<file path="src/rtl/aomd_consts.vh">
`ifndef AOMD_CONSTS_VH
`define AOMD_CONSTS_VH
// apb register byte offsets
`define AOMD_CTRL_OFF   12'h000
`define AOMD_OPA_OFF    12'h004
`define AOMD_OPB_OFF    12'h008
`define AOMD_RES_OFF    12'h00c
`define AOMD_AUX_OFF    12'h010
`define AOMD_LOW_OFF    12'h014
`define AOMD_SEC_OFF    12'h018
`define AOMD_FLAG_OFF   12'h01c
`define AOMD_CNT_OFF    12'h020
`define AOMD_ADDR_OFF   12'h024
`define AOMD_IST_OFF    12'h028
`define AOMD_IMSK_OFF   12'h02c
`define AOMD_SRC_OFF    12'h030
`define AOMD_DST_OFF    12'h034
// micro-operation codes, ctrl[4:0]
`define AOMD_OP_CONDADD 5'h01
`define AOMD_OP_DEC2    5'h02
`define AOMD_OP_TRAPV   5'h03
`define AOMD_OP_CNTUP   5'h04
`define AOMD_OP_CNTDN   5'h05
`define AOMD_OP_LOADSF  5'h06
`define AOMD_OP_SHR     5'h07
`define AOMD_OP_ODDRD   5'h08
`define AOMD_OP_SHL     5'h09
`define AOMD_OP_AUXL    5'h0a
`define AOMD_OP_AUXR    5'h0b
`define AOMD_OP_ORZ     5'h0c
`define AOMD_OP_NEG1    5'h0d
`define AOMD_OP_NEG2    5'h0e
`define AOMD_OP_FDST    5'h0f
`define AOMD_OP_SIGNX   5'h10
`define AOMD_OP_UNEXP   5'h11
`define AOMD_OP_UNFRAC  5'h12
`define AOMD_OP_CHR     5'h13
`define AOMD_OP_CHL     5'h14
// ctrl fields
`define AOMD_CTRL_OP_HI 4
`define AOMD_CTRL_GO    8
`define AOMD_CTRL_ARG   9
`define AOMD_CTRL_BCS   10
// flag bits
`define AOMD_FC 0
`define AOMD_FV 1
`define AOMD_FZ 2
`define AOMD_FR 3
// constants
`define AOMD_HIDDEN     16'h0100
`define AOMD_FP_EVEN    4'hc
`define AOMD_FP_ODD     4'hd
`define AOMD_ZERO16     16'h0000
// pulse phases, one-hot
`define AOMD_PH_IDLE    4'h1
`define AOMD_PH_P1      4'h2
`define AOMD_PH_P2      4'h4
`define AOMD_PH_P3      4'h8
`endif

</file>
<file path="src/rtl/aomd_datapath.v">
`timescale 1ns/1ns
`include "aomd_consts.vh"
module aomd_datapath (
  input  wire        pclk,
  input  wire        presetn,
  input  wire        psel,
  input  wire        penable,
  input  wire        pwrite,
  input  wire [11:0] paddr,
  input  wire [31:0] pwdata,
  output reg  [31:0] prdata,
  output wire        pready,
  output wire        pslverr,
  input  wire [15:0] trap_vector_constant,
  output reg         bus_read,
  output reg         clock_stop,
  output wire        irq
);
  reg [10:0] ctrl_reg;
  reg [15:0] operand_hold_register;
  reg [15:0] opb_reg;
  reg [15:0] res_reg;
  reg [15:0] aux_shift_register;
  reg [15:0] lowest_word_shift_reg;
  reg [15:0] second_word_shift_reg;
  reg        option_carry_bit;
  reg        option_overflow_bit;
  reg        option_zero_bit;
  reg        res_carry_reg;
  reg [15:0] cnt_reg;
  reg [15:0] addr_reg;
  reg [3:0]  src_reg;
  reg [3:0]  dst_reg;
  reg [3:0]  ph_reg;
  reg [1:0]  ist_reg;
  reg [1:0]  imsk_reg;
  reg        argument_select_flop;
  reg        b_constant_select;
  reg [15:0] rsel_reg;
  reg [31:0] rd_word;
  wire [4:0] op = ctrl_reg[`AOMD_CTRL_OP_HI:0];
  wire       wr = psel & penable & pwrite;
  wire       rd_any = psel & ~pwrite;
  wire       go = wr && paddr == `AOMD_CTRL_OFF && pwdata[`AOMD_CTRL_GO];
  wire [15:0] alu_add = operand_hold_register + opb_reg;
  wire [15:0] alu_sub = operand_hold_register - opb_reg;
  reg        done_ev;
  reg        v_ev;

  assign pready = 1'b1;
  assign pslverr = 1'b0;
  assign irq = |(ist_reg & imsk_reg);

  function mapped;
    input [11:0] a;
    begin
      mapped = (a <= `AOMD_DST_OFF) && (a[1:0] == 2'b00);
    end
  endfunction

  function [15:0] pair_odd;
    input [3:0] r;
    begin
      pair_odd = {12'h000, r | 4'h1};
    end
  endfunction

  // value minus constant select minus one, a decrement by two when select is set
  function [15:0] minus_two;
    input [15:0] v;
    input        c;
    begin
      minus_two = v - {15'h0000, c} - 16'h0001;
    end
  endfunction

  // register read word
  always @* begin
    rd_word = 32'h00000000;
    if (rd_any && mapped(paddr)) begin
      case (paddr)
        `AOMD_CTRL_OFF: rd_word = {21'h0, ctrl_reg};
        `AOMD_OPA_OFF:  rd_word = {16'h0000, operand_hold_register};
        `AOMD_OPB_OFF:  rd_word = {16'h0000, opb_reg};
        `AOMD_RES_OFF:  rd_word = {16'h0000, res_reg};
        `AOMD_AUX_OFF:  rd_word = {16'h0000, aux_shift_register};
        `AOMD_LOW_OFF:  rd_word = {16'h0000, lowest_word_shift_reg};
        `AOMD_SEC_OFF:  rd_word = {16'h0000, second_word_shift_reg};
        `AOMD_FLAG_OFF: rd_word = {27'h0, ph_reg == `AOMD_PH_IDLE, res_carry_reg,
                                   option_zero_bit, option_overflow_bit, option_carry_bit};
        `AOMD_CNT_OFF:  rd_word = {16'h0000, cnt_reg};
        `AOMD_ADDR_OFF: rd_word = {16'h0000, addr_reg};
        `AOMD_IST_OFF:  rd_word = {30'h0, ist_reg};
        `AOMD_IMSK_OFF: rd_word = {30'h0, imsk_reg};
        `AOMD_SRC_OFF:  rd_word = {12'h000, rsel_reg[3:0], 12'h000, src_reg};
        `AOMD_DST_OFF:  rd_word = {28'h0000000, dst_reg};
        default:        rd_word = 32'h00000000;
      endcase
    end
  end

  // read data captured in the setup phase, steady through the access phase
  always @(posedge pclk or negedge presetn) begin
    if (!presetn) begin
      prdata <= 32'h00000000;
    end else if (psel && !penable) begin
      prdata <= rd_word;
    end
  end

  // micro-word sequencer: p1, p2, p3 then idle
  always @(posedge pclk or negedge presetn) begin
    if (!presetn) begin
      ph_reg <= `AOMD_PH_IDLE;
    end else begin
      case (ph_reg)
        `AOMD_PH_IDLE: begin
          ph_reg <= go ? `AOMD_PH_P1 : `AOMD_PH_IDLE;
        end
        `AOMD_PH_P1: begin
          ph_reg <= `AOMD_PH_P2;
        end
        `AOMD_PH_P2: begin
          ph_reg <= `AOMD_PH_P3;
        end
        `AOMD_PH_P3: begin
          ph_reg <= `AOMD_PH_IDLE;
        end
        default: begin
          ph_reg <= `AOMD_PH_IDLE;
        end
      endcase
    end
  end

  always @* begin
    done_ev = (ph_reg == `AOMD_PH_P3);
    v_ev = (ph_reg == `AOMD_PH_P2) && (op == `AOMD_OP_SHL) &&
           (operand_hold_register[15] != operand_hold_register[14]);
  end

  // datapath: all nonblocking, so sources sample before update
  always @(posedge pclk or negedge presetn) begin
    if (!presetn) begin
      ctrl_reg <= 11'h000;
      operand_hold_register <= 16'h0000;
      opb_reg <= 16'h0000;
      res_reg <= 16'h0000;
      aux_shift_register <= 16'h0000;
      lowest_word_shift_reg <= 16'h0000;
      second_word_shift_reg <= 16'h0000;
      option_carry_bit <= 1'b0;
      option_overflow_bit <= 1'b0;
      option_zero_bit <= 1'b0;
      res_carry_reg <= 1'b0;
      cnt_reg <= 16'h0000;
      addr_reg <= 16'h0000;
      src_reg <= 4'h0;
      dst_reg <= 4'h0;
      imsk_reg <= 2'b00;
      argument_select_flop <= 1'b0;
      b_constant_select <= 1'b0;
      rsel_reg <= 16'h0000;
      bus_read <= 1'b0;
      clock_stop <= 1'b0;
    end else begin
      bus_read <= 1'b0;
      if (ph_reg == `AOMD_PH_IDLE && wr) begin
        case (paddr)
          `AOMD_CTRL_OFF: begin
            ctrl_reg <= pwdata[10:0];
            argument_select_flop <= pwdata[`AOMD_CTRL_ARG];
            b_constant_select <= pwdata[`AOMD_CTRL_BCS];
            clock_stop <= 1'b0;
          end
          `AOMD_OPA_OFF: begin
            operand_hold_register <= pwdata[15:0];
          end
          `AOMD_OPB_OFF: begin
            opb_reg <= pwdata[15:0];
          end
          `AOMD_RES_OFF: begin
            res_reg <= pwdata[15:0];
          end
          `AOMD_AUX_OFF: begin
            aux_shift_register <= pwdata[15:0];
          end
          `AOMD_LOW_OFF: begin
            lowest_word_shift_reg <= pwdata[15:0];
          end
          `AOMD_SEC_OFF: begin
            second_word_shift_reg <= pwdata[15:0];
          end
          `AOMD_FLAG_OFF: begin
            option_carry_bit <= pwdata[`AOMD_FC];
            option_overflow_bit <= pwdata[`AOMD_FV];
            option_zero_bit <= pwdata[`AOMD_FZ];
            res_carry_reg <= pwdata[`AOMD_FR];
          end
          `AOMD_CNT_OFF: begin
            cnt_reg <= pwdata[15:0];
          end
          `AOMD_ADDR_OFF: begin
            addr_reg <= pwdata[15:0];
          end
          `AOMD_SRC_OFF: begin
            src_reg <= pwdata[3:0];
          end
          `AOMD_DST_OFF: begin
            dst_reg <= pwdata[3:0];
          end
          default: ;
        endcase
      end
      if (wr && paddr == `AOMD_IMSK_OFF) begin
        imsk_reg <= pwdata[1:0];
      end
      if (ph_reg == `AOMD_PH_P1) begin
        case (op)
          `AOMD_OP_CNTUP: begin
            cnt_reg <= cnt_reg + 16'h0001;
          end
          `AOMD_OP_CNTDN: begin
            cnt_reg <= cnt_reg - 16'h0001;
          end
          `AOMD_OP_CHR: begin
            lowest_word_shift_reg <= {second_word_shift_reg[0], lowest_word_shift_reg[15:1]};
            second_word_shift_reg <= {aux_shift_register[0], second_word_shift_reg[15:1]};
            aux_shift_register <= {operand_hold_register[0], aux_shift_register[15:1]};
            operand_hold_register <= {res_carry_reg, res_reg[15:1]};
          end
          `AOMD_OP_CHL: begin
            lowest_word_shift_reg <= {lowest_word_shift_reg[14:0], 1'b0};
            second_word_shift_reg <= {second_word_shift_reg[14:0], lowest_word_shift_reg[15]};
            aux_shift_register <= {aux_shift_register[14:0], second_word_shift_reg[15]};
            operand_hold_register <= {operand_hold_register[14:0], aux_shift_register[15]};
          end
          `AOMD_OP_ODDRD: begin
            rsel_reg <= pair_odd(src_reg);
          end
          default: ;
        endcase
      end
      if (ph_reg == `AOMD_PH_P2) begin
        case (op)
          `AOMD_OP_CONDADD: begin
            case ({aux_shift_register[0], option_carry_bit})
              2'b00:   res_reg <= operand_hold_register;
              2'b11:   res_reg <= operand_hold_register;
              2'b10:   res_reg <= alu_add;
              default: res_reg <= alu_sub;
            endcase
          end
          `AOMD_OP_DEC2: begin
            res_reg <= minus_two(opb_reg, b_constant_select);
            addr_reg <= minus_two(opb_reg, b_constant_select);
            bus_read <= 1'b1;
          end
          `AOMD_OP_TRAPV: begin
            res_reg <= trap_vector_constant;
          end
          `AOMD_OP_LOADSF: begin
            res_reg <= opb_reg;
            res_carry_reg <= alu_add[15];
            option_carry_bit <= alu_add[0];
          end
          `AOMD_OP_SHR: begin
            res_reg <= {res_carry_reg, res_reg[15:1]};
          end
          `AOMD_OP_ODDRD: begin
            operand_hold_register <= rsel_reg;
          end
          `AOMD_OP_SHL: begin
            res_reg <= opb_reg + opb_reg;
            if (operand_hold_register[15] != operand_hold_register[14]) begin
              option_overflow_bit <= 1'b1;
            end
          end
          `AOMD_OP_AUXL: begin
            aux_shift_register <= {aux_shift_register[14:0], 1'b0};
          end
          `AOMD_OP_AUXR: begin
            aux_shift_register <= {1'b0, aux_shift_register[15:1]};
          end
          `AOMD_OP_ORZ: begin
            res_reg <= opb_reg | operand_hold_register;
            option_zero_bit <= ((opb_reg | operand_hold_register) == `AOMD_ZERO16);
          end
          `AOMD_OP_NEG1: begin
            res_reg <= ~operand_hold_register;
          end
          `AOMD_OP_NEG2: begin
            res_reg <= `AOMD_ZERO16 - opb_reg;
          end
          `AOMD_OP_FDST: begin
            dst_reg <= argument_select_flop ? `AOMD_FP_EVEN : `AOMD_FP_ODD;
          end
          `AOMD_OP_SIGNX: begin
            res_reg <= opb_reg ^ lowest_word_shift_reg;
          end
          `AOMD_OP_UNEXP: begin
            res_reg <= {8'h00, opb_reg[15:8]};
          end
          `AOMD_OP_UNFRAC: begin
            res_reg <= `AOMD_HIDDEN + {8'h00, opb_reg[7:0]};
          end
          default: ;
        endcase
      end
      if (ph_reg == `AOMD_PH_P3 && op == `AOMD_OP_DEC2) begin
        clock_stop <= 1'b1;
      end
    end
  end

  // sticky interrupt status: bit0 done, bit1 overflow; set wins over clear
  always @(posedge pclk or negedge presetn) begin
    if (!presetn) begin
      ist_reg <= 2'b00;
    end else begin
      ist_reg <= (ist_reg & ~((wr && paddr == `AOMD_IST_OFF) ? pwdata[1:0] : 2'b00)) |
                 {v_ev, done_ev};
    end
  end
endmodule // aomd_datapath

</file>
<file path="config.mk">
export PLATFORM = sky130hd
export DESIGN_NAME = aomd_datapath
export DESIGN_NICKNAME = d
export VERILOG_FILES = /design/src/rtl/aomd_datapath.v
export VERILOG_INCLUDE_DIRS = /design/src /design/src/rtl
export SDC_FILE = /design/constraint.sdc
export NUM_CORES = 1
export LEC_CHECK = 0
export ABC_AREA = 1
export ABC_CLOCK_PERIOD_IN_PS = 6820
export BUFFER_PORTS_ARGS = -buffer_cell sky130_fd_sc_hd__buf_2
export CAP_MARGIN = 40
export CELL_PAD_IN_SITES_DETAIL_PLACEMENT = 2
export CELL_PAD_IN_SITES_GLOBAL_PLACEMENT = 2
export CORE_ASPECT_RATIO = 0.6
export CORE_MARGIN = 2
export CORE_UTILIZATION = 37
export CTS_CLUSTER_SIZE = 30
export DETAILED_ROUTE_END_ITERATION = 7
export HOLD_SLACK_MARGIN = 0.05
export PLACE_DENSITY_LB_ADDON = 0.05
export RECOVER_POWER = 50
export SYNTH_ARGS = -nofsm -noshare
export SYNTH_HDL_FRONTEND = slang
export SYNTH_SLANG_ARGS = --single-unit
</file>
<file path="constraint.sdc">
create_clock -name pclk -period 6.82 [get_ports pclk]
set_input_delay 1.364 -clock pclk [delete_from_list [all_inputs] [get_ports pclk]]
set_output_delay 1.364 -clock pclk [all_outputs]
set_load 0.1 [all_outputs]
</file>
==> impl_metrics.tcl, run 1 <==
set metrics [dict create \
    cts_tree "done" \
    synthCells 2427 \
    synth_area_leader_cell "dfrtp_1" \
    yosysWarnings 0 \
    cts_setup_buffers 0 \
    cts_buffers 17 \
    postCtsHoldBufs 0 \
    intPower_uw 1604 \
    clock_latency_ns 0.47 \
    maxCapViolCount 1 \
    p_comb_share_pct 5.9 \
    drtAntennaViolNets 0 \
    cp.required_ns 7.16 \
    power.switching_uw 651.1 \
    grt_pass1_vias 18881 \
    synth_flop_cell "dfrtp_1" \
    die_h_microns 162.3 \
    fin_crit_ns 4.137 \
    power_frac_seq_pct 48.7 \
    yosys-top-cells-area "dfrtp_1 30%, nand2_1 15%, o21ai_0 9.6%" \
    clkTransAtPathRegs_ns 0.08 \
    dieArea_sq_um 43490 \
    dp_hpwl_mm 66.40 \
    cts.htree.levels 4 \
    grt_antenna_before_repair 5 \
    post-route-period-util_pct 60.67 \
    cp_cell_sequence "nor2_1 > inv_1 > nor3_1 > clkbuf_1 > nand2_1 > a21oi_1 > nor2_1" \
    synth-edff-count 0 \
    largest_reg_flops 20 \
    die_w_microns 267.9 \
    tightest_slew_ns 2.809 \
    drc_errors 0 \
    ir_drop_mv 0.1498 \
    ios 102 \
    wl_mm 84.90 \
    port_buffers 71 \
    globalRouteTotalUtil_pct 39.12 \
    r2r_setup_slack_ns 2.68 \
    fin_skew_ns 0.01402 \
    criticalPathCategory "register to register" \
    viasPerCell 6.155 \
    arrival_ns 4.47 \
    crit_family "simple AND/OR/NAND/NOR gates" \
    path_buf_inv 2 \
    switching_share_pct 28.87 \
    crit_path_top_delay_cell "nor3_1" \
    wl_met3_mm 8.860 \
    wl_met2_mm 34.14 \
    netlist.area_leader.share_pct 29.78 \
    grt_pass1_wl_mm 125.3 \
    root_buffer "clkbuf_16" \
    area_growth_pct 8.692 \
    rows 57 \
    seq_area_frac_synth_pct 29.95 \
    synth_most_common_cell "nand2_1" \
    startpoint_type "register" \
    drt_iter0_markers 1924 \
    pwr-share-clk_pct 45.4 \
    grt_max_degree 140 \
    cp_slowest_stage_delay_ns 1.08 \
    leakage_uw 0.008250 \
    regMostFlops "prdata" \
    place_inst 2974 \
    grt.overflow.total 0 \
    syn_area_per_cell_sq_um 6.370 \
    hold_slack_ns 0.4762 \
    timing.fmax_mhz 241.7 \
    met1_length_mm 40.43 \
    rsz0062_at_grt "false" \
    synth_common_cells "599 x nand2_1, 306 x inv_1, 297 x o21ai_0, 217 x nor2_1, 184 x dfrtp_1" \
    cts_resized 0 \
    instances_no_fill 3008 \
    fin_tns_setup_ns 0 \
    violations "capacitance limit, slew limit" \
    status "complete, but fails checks" \
    cts_sinks 185 \
    crit_fanout 20 \
    hold_viol 0 \
    num_vias 18513 \
    setup_viol 0 \
    async_reset_ff_share_pct 100.0 \
    power_density_nw_per_um2 134.2 \
    endpoint_kind "register" \
    netlist_area_sq_um 15460 \
    crit_top_cell "nor2_1" \
    drive_gt1_share_pct 6.582 \
    holdCritPathClass "register to register" \
    initial_core_util_pct 37.83 \
    synthDistinctLibCells 51 \
    dr.pass1.iters 6 \
    cts_buffer_depth 2 \
    drv_slew 47 \
    gp_congestion 0.9187 \
    fp.coreArea_sq_um 40870 \
    final_nets 2566 \
    avgRoutedWirePerCell_microns 28.22 \
    synth_seq_cells 185 \
    top_layer_used "met5" \
    relSlewSlack_pct -87.27 \
]
[worst min-delay path, delay by kind of cell (launching register included)]
family,cells,cell delay (ns)
flops,1,0.34
simple gates,2,0.10
[metrics by stage]
step                      worst slack (ns)  power (uW)  instance area, sq um  util [%]
after floorplan                      4.070        1185                 15500         -
after global placement               2.679        1247                 16170     39.57
after detailed placement             2.889        1252                 16290     39.85
after CTS                            3.274        2252                 16840     41.22
after global routing                 2.590        2296                 16800     41.11
final                                2.683        2255                 16800     41.12
[cell usage in the layout (no fill, tap or decap), types with 3 or more instances in the layout]
cell type and instances:
and2_1 4, o31ai_1 5, buf_8 5, inv_1 307
nor2_4 4, nor3_1 25, dfrtp_1 184, nor2_1 219
o21ai_0 297, nand4_1 28, clkinv_1 7, nand2_1 598
nand3_1 156, o221ai_1 3, clkbuf_16 17, inv_2 7
inv_8 3, a211oi_1 25, a21oi_1 159, o22ai_1 93
clkinvlp_4 4, clkinv_4 3, nand2_2 7, buf_4 19
ha_1 65, nand3b_1 4, fa_1 3, or2_2 3
o21ai_1 13, buf_2 70, o21bai_1 3, nor2_2 9
xnor2_1 5, o211ai_1 33, a311oi_1 5, conb_1 14
a22oi_1 4, xor2_1 11
[power groups by stage]
stage	Clock, uW	Sequential [uW]	Combinational (uW)
3_5_place_dp	0	1120	131
5_1_grt	1060	1100	140
2_1_floorplan	0	1120	65.0
3_3_place_gp	0	1120	127
6_report	1020	1100	133
4_1_cts	1020	1100	132
[worst paths after layout]
kind,cells after the start,endpoint,startpoint
hold reg to reg,2,prdata[0]$_DFFE_PN0P_,prdata[0]$_DFFE_PN0P_
min in group asynchronous,1,opb_reg[1]$_DFFE_PN0P_,presetn
setup reg to reg,7,res_carry_reg$_DFF_PN0_,ph_reg[0]$_DFF_PN1_
max in group asynchronous,2,cnt_reg[15]$_DFF_PN0_,presetn
setup / recovery,7,res_carry_reg$_DFF_PN0_,ph_reg[0]$_DFF_PN1_
hold / removal,2,prdata[0]$_DFFE_PN0P_,prdata[0]$_DFFE_PN0P_
[cell type report]
class                      count  area (sq um)
tap                          560         700.7
clock inverter                14         117.6
timing repair buffer          98         623.1
antenna                        2         5.005
fill                        5093         24060
sequential                   185          4631
inverter                     321          1205
multi-input combinational   1810          9082
clock buffer                  18         439.2
[layer usage]
metal  vias to the layer above  track usage [%]
li1                       8020                -
met1                      9544            57.92
met2                       841            55.53
met3                       104            11.93
met4                         4            7.821
met5                         -                0
[cell families (layout without fill, tap and decap cells)]
| kind of cell | Yosys count | in the layout | synth area share, % |
|---|---|---|---|
| adder cells (fa/ha/maj) | 68 | 68 | 5.649 |
| AO/OA/AOI/OAI | 650 | 650 | 23.32 |
| flip-flops | 185 | 185 | 29.95 |
| AND/OR/NAND/NOR | 1061 | 1061 | 28.59 |
| other | 2 | 16 | 0.04858 |
| multiplexers | 1 | 1 | 0.06475 |
| buffers and inverters | 444 | 451 | 11.46 |
| XOR/XNOR | 16 | 16 | 0.9064 |
Power figures use the tool's default switching activity.
==> run 2: changes to the inputs <==
ABC_AREA = 0   (was 1)
ABC_CLOCK_PERIOD_IN_PS = 3450   (was 6820)
CORE_UTILIZATION = 35   (was 37)
clock period = 3.45 ns   (was 6.82 ns; I/O delays follow)
==> run 2 against run 1 <==
Net effect: clock-buffer cell count is 2 higher; sequential power is 97% higher; hold slack better by 0.027 ns; the flow still finishes with violations (capacitance limit, slew limit); critical endpoint is now cnt_reg[15]$_DFF_PN0_; synthesized area is 6.3% lower; power is 110% higher; fmax is 22% higher; highest routed layer is now met4; sequential share of layout area is 0.54 points higher; final area is 1.9% lower; combinational power is 97% higher.
==> impl_metrics.tcl, run 2 <==
set metrics [dict create \
    grt_pass1_vias 15486 \
    drc_errors 0 \
    final_cell_mix "184 x dfrtp_1, 135 x nand2_1, 113 x a22oi_1, 113 x buf_4, 107 x mux2i_1" \
    worstRegToRegCells 13 \
    seq_area_sq_um 4631 \
    synth_most_common_cell "dfrtp_1" \
    place_area_sq_um 15880 \
    avgRoutedWirePerCell_microns 31.35 \
    tightest_slew_ns 2.201 \
    relSlewSlack_pct -46.73 \
    rows 57 \
    synth_flop_cell "dfrtp_1" \
    largest_reg_flops 20 \
    cts_buffer_depth 2 \
    num_vias 14763 \
    cts_tree "done" \
    globalRouteTotalUtil_pct 32.86 \
    critPathLaunch "ctrl_reg[2]$_DFFE_PN0P_" \
    finish.instance_area_sq_um 16480 \
    drt_iter0_markers 1749 \
    fin_tns_setup_ns 0 \
    fp.coreArea_sq_um 40650 \
    dp_hpwl_mm 52.98 \
    grt_pass1_wl_mm 105.2 \
    power_density_nw_per_um2 283.8 \
    yosys-top-cells-area "dfrtp_1 32%, mux2i_1 7.4%, a22oi_1 5.9%" \
    cp.required_ns 3.76 \
    async_reset_ff_share_pct 100.0 \
    hold_slack_ns 0.5034 \
    place_inst 2223 \
    timing.fmax_mhz 294.6 \
    viasPerCell 6.538 \
    maxCapViolCount 1 \
    wl_mm 70.79 \
    root_buffer "clkbuf_16" \
    syn_area_per_cell_sq_um 8.812 \
    grt_antenna_before_repair 5 \
    multi_input_area_sq_um 9065 \
    post-route-period-util_pct 98.39 \
    crit_fanout 8 \
    dieArea_sq_um 43060 \
    final_core_util_pct 40.54 \
    clkTransAtPathRegs_ns 0.08 \
    seq_area_frac_synth_pct 31.98 \
    holdCritPathClass "register to register" \
    setup_viol 0 \
    initial_core_util_pct 35.62 \
    holdCritStartpoint "prdata[0]$_DFFE_PN0P_" \
    status "complete, but fails checks" \
    grt.overflow.total 0 \
    leakage_uw 0.006527 \
    instances_no_fill 2258 \
    violations "capacitance limit, slew limit" \
    rr_startpoint "ctrl_reg[2]$_DFFE_PN0P_" \
    synth_seq_cells 185 \
    area_growth_pct 13.81 \
    final_common_cell "dfrtp_1" \
    synth_common_cells "184 x dfrtp_1, 135 x nand2_1, 113 x a22oi_1, 110 x clkbuf_1, 107 x mux2i_1" \
    hold_path_depth 1 \
    fillCellCount 4548 \
    die_w_microns 266.6 \
    synthDistinctLibCells 89 \
    drtAntennaViolNets 0 \
    final_nets 1845 \
    clock_latency_ns 0.47 \
    dr.pass1.iters 6 \
    cts_sinks 185 \
    arrival_ns 3.70 \
    synthCells 1643 \
    port_buffers 71 \
    gp_congestion 0.9276 \
    cts.htree.levels 4 \
    regMostFlops "prdata" \
    hold_viol 0 \
    criticalPathCategory "register to register" \
    synth-edff-count 0 \
    fin_crit_ns 3.394 \
    startpoint_type "register" \
    ir_drop_mv 0.2011 \
    netlist.area_leader.share_pct 31.80 \
    die_h_microns 161.5 \
    postCtsHoldBufs 0 \
    fin_skew_ns 0.01597 \
    drv_slew 72 \
    netlist_area_sq_um 14480 \
    drive_gt1_share_pct 16.29 \
    endpoint_kind "register" \
    yosysWarnings 0 \
    grt_max_degree 72 \
    cts_buffers 17 \
    ios 102 \
    synth_area_leader_cell "dfrtp_1" \
]
[run 2: changes by cell type after synthesis, sizes merged, moves of 27 or more]
| cell | previous run | this run |
|---|---|---|
| a22o | 1 | 49 |
| nand2 | 605 | 136 |
| mux2i | 1 | 107 |
| inv | 314 | 61 |
| o21ai | 310 | 84 |
| a21oi | 159 | 71 |
| xnor2 | 5 | 40 |
| o22ai | 93 | 66 |
| nor2 | 232 | 70 |
| nand3 | 158 | 35 |
| clkbuf | 76 | 110 |
| a221oi | 0 | 38 |
| a22oi | 4 | 113 |
[run 2: worst paths after layout]
check	end	slack, ns
max	cnt_reg[15]$_DFF_PN0_	0.06
min	prdata[0]$_DFFE_PN0P_	0.50
max reg2reg	cnt_reg[15]$_DFF_PN0_	0.06
min reg2reg	prdata[0]$_DFFE_PN0P_	0.50
max in group asynchronous	rsel_reg[3]$_DFFE_PN0P_	0.53
min in group asynchronous	opb_reg[11]$_DFFE_PN0P_	0.79
[run 2: timing repair]
action                     in CTS  in global routing
gates resized for setup         1                  2
hold endpoints to repair        0                  0
pin swaps                       0                  2
setup buffers                   0                  1
setup endpoints to repair       1                  4
[run 2: critical path, stage by stage, from the launching register on]
cell and delay, ns:
dfrtp_1 0.38, nor2b_2 0.17, nand2b_1 0.15, nor2_1 0.06
buf_4 0.18, ha_1 0.40, o211ai_1 0.12, o21a_1 0.25
o21ai_1 0.41, a211oi_1 0.18, o31ai_1 0.32, xnor2_1 0.19
o211ai_1 0.22, o311ai_0 0.19
[run 2: where the power goes]
group | internal [uW] | leakage [uW] | switching (uW)
combinational | 42.4 | 0.00422 | 220
clock | 1210 | 0.000312 | 1030
sequential | 2170 | 0.00200 | 3.92
total | 3420 | 0.00653 | 1250
[run 2: metrics by stage]
stage               setup slack, ns  power, uW
floorplan                   0.09750       2357
global placement             0.1731       2480
detailed placement          0.03037       2483
CTS                         0.07766       4703
global route               -0.06234       4799
finish                      0.05568       4676
[run 2: metal layers]
layer  wire length (microns)  GRT usage [%]  vias up
met2                   30520          49.24      603
met5                       0              0        -
met3                    5303          6.510       87
met4                    1267          7.099        0
li1                        -              -     6342
met1                   33700          48.55     7731
[run 2: cells by family (layout without fill, tap and decap cells)]
group,count (synthesis),in the layout,synth area share [%]
AO/OA/AOI/OAI,566,566,27.89
XOR/XNOR,48,48,2.904
adder cells (fa/ha/maj),68,68,6.032
buffers and inverters,216,286,6.343
flip-flops,185,185,31.98
multiplexers,131,131,9.264
other,2,16,0.05187
AND/OR/NAND/NOR,427,427,15.54
[run 2: layout make-up]
type	instances	share of cell area, %
diodes	2	0.03037
clock buffers	20	2.832
clock inverters	12	0.9795
inverters	61	1.390
multi-input cells	1254	55.01
flip-flops and latches	185	28.10
well taps	531	4.032
repair buffers	193	7.623
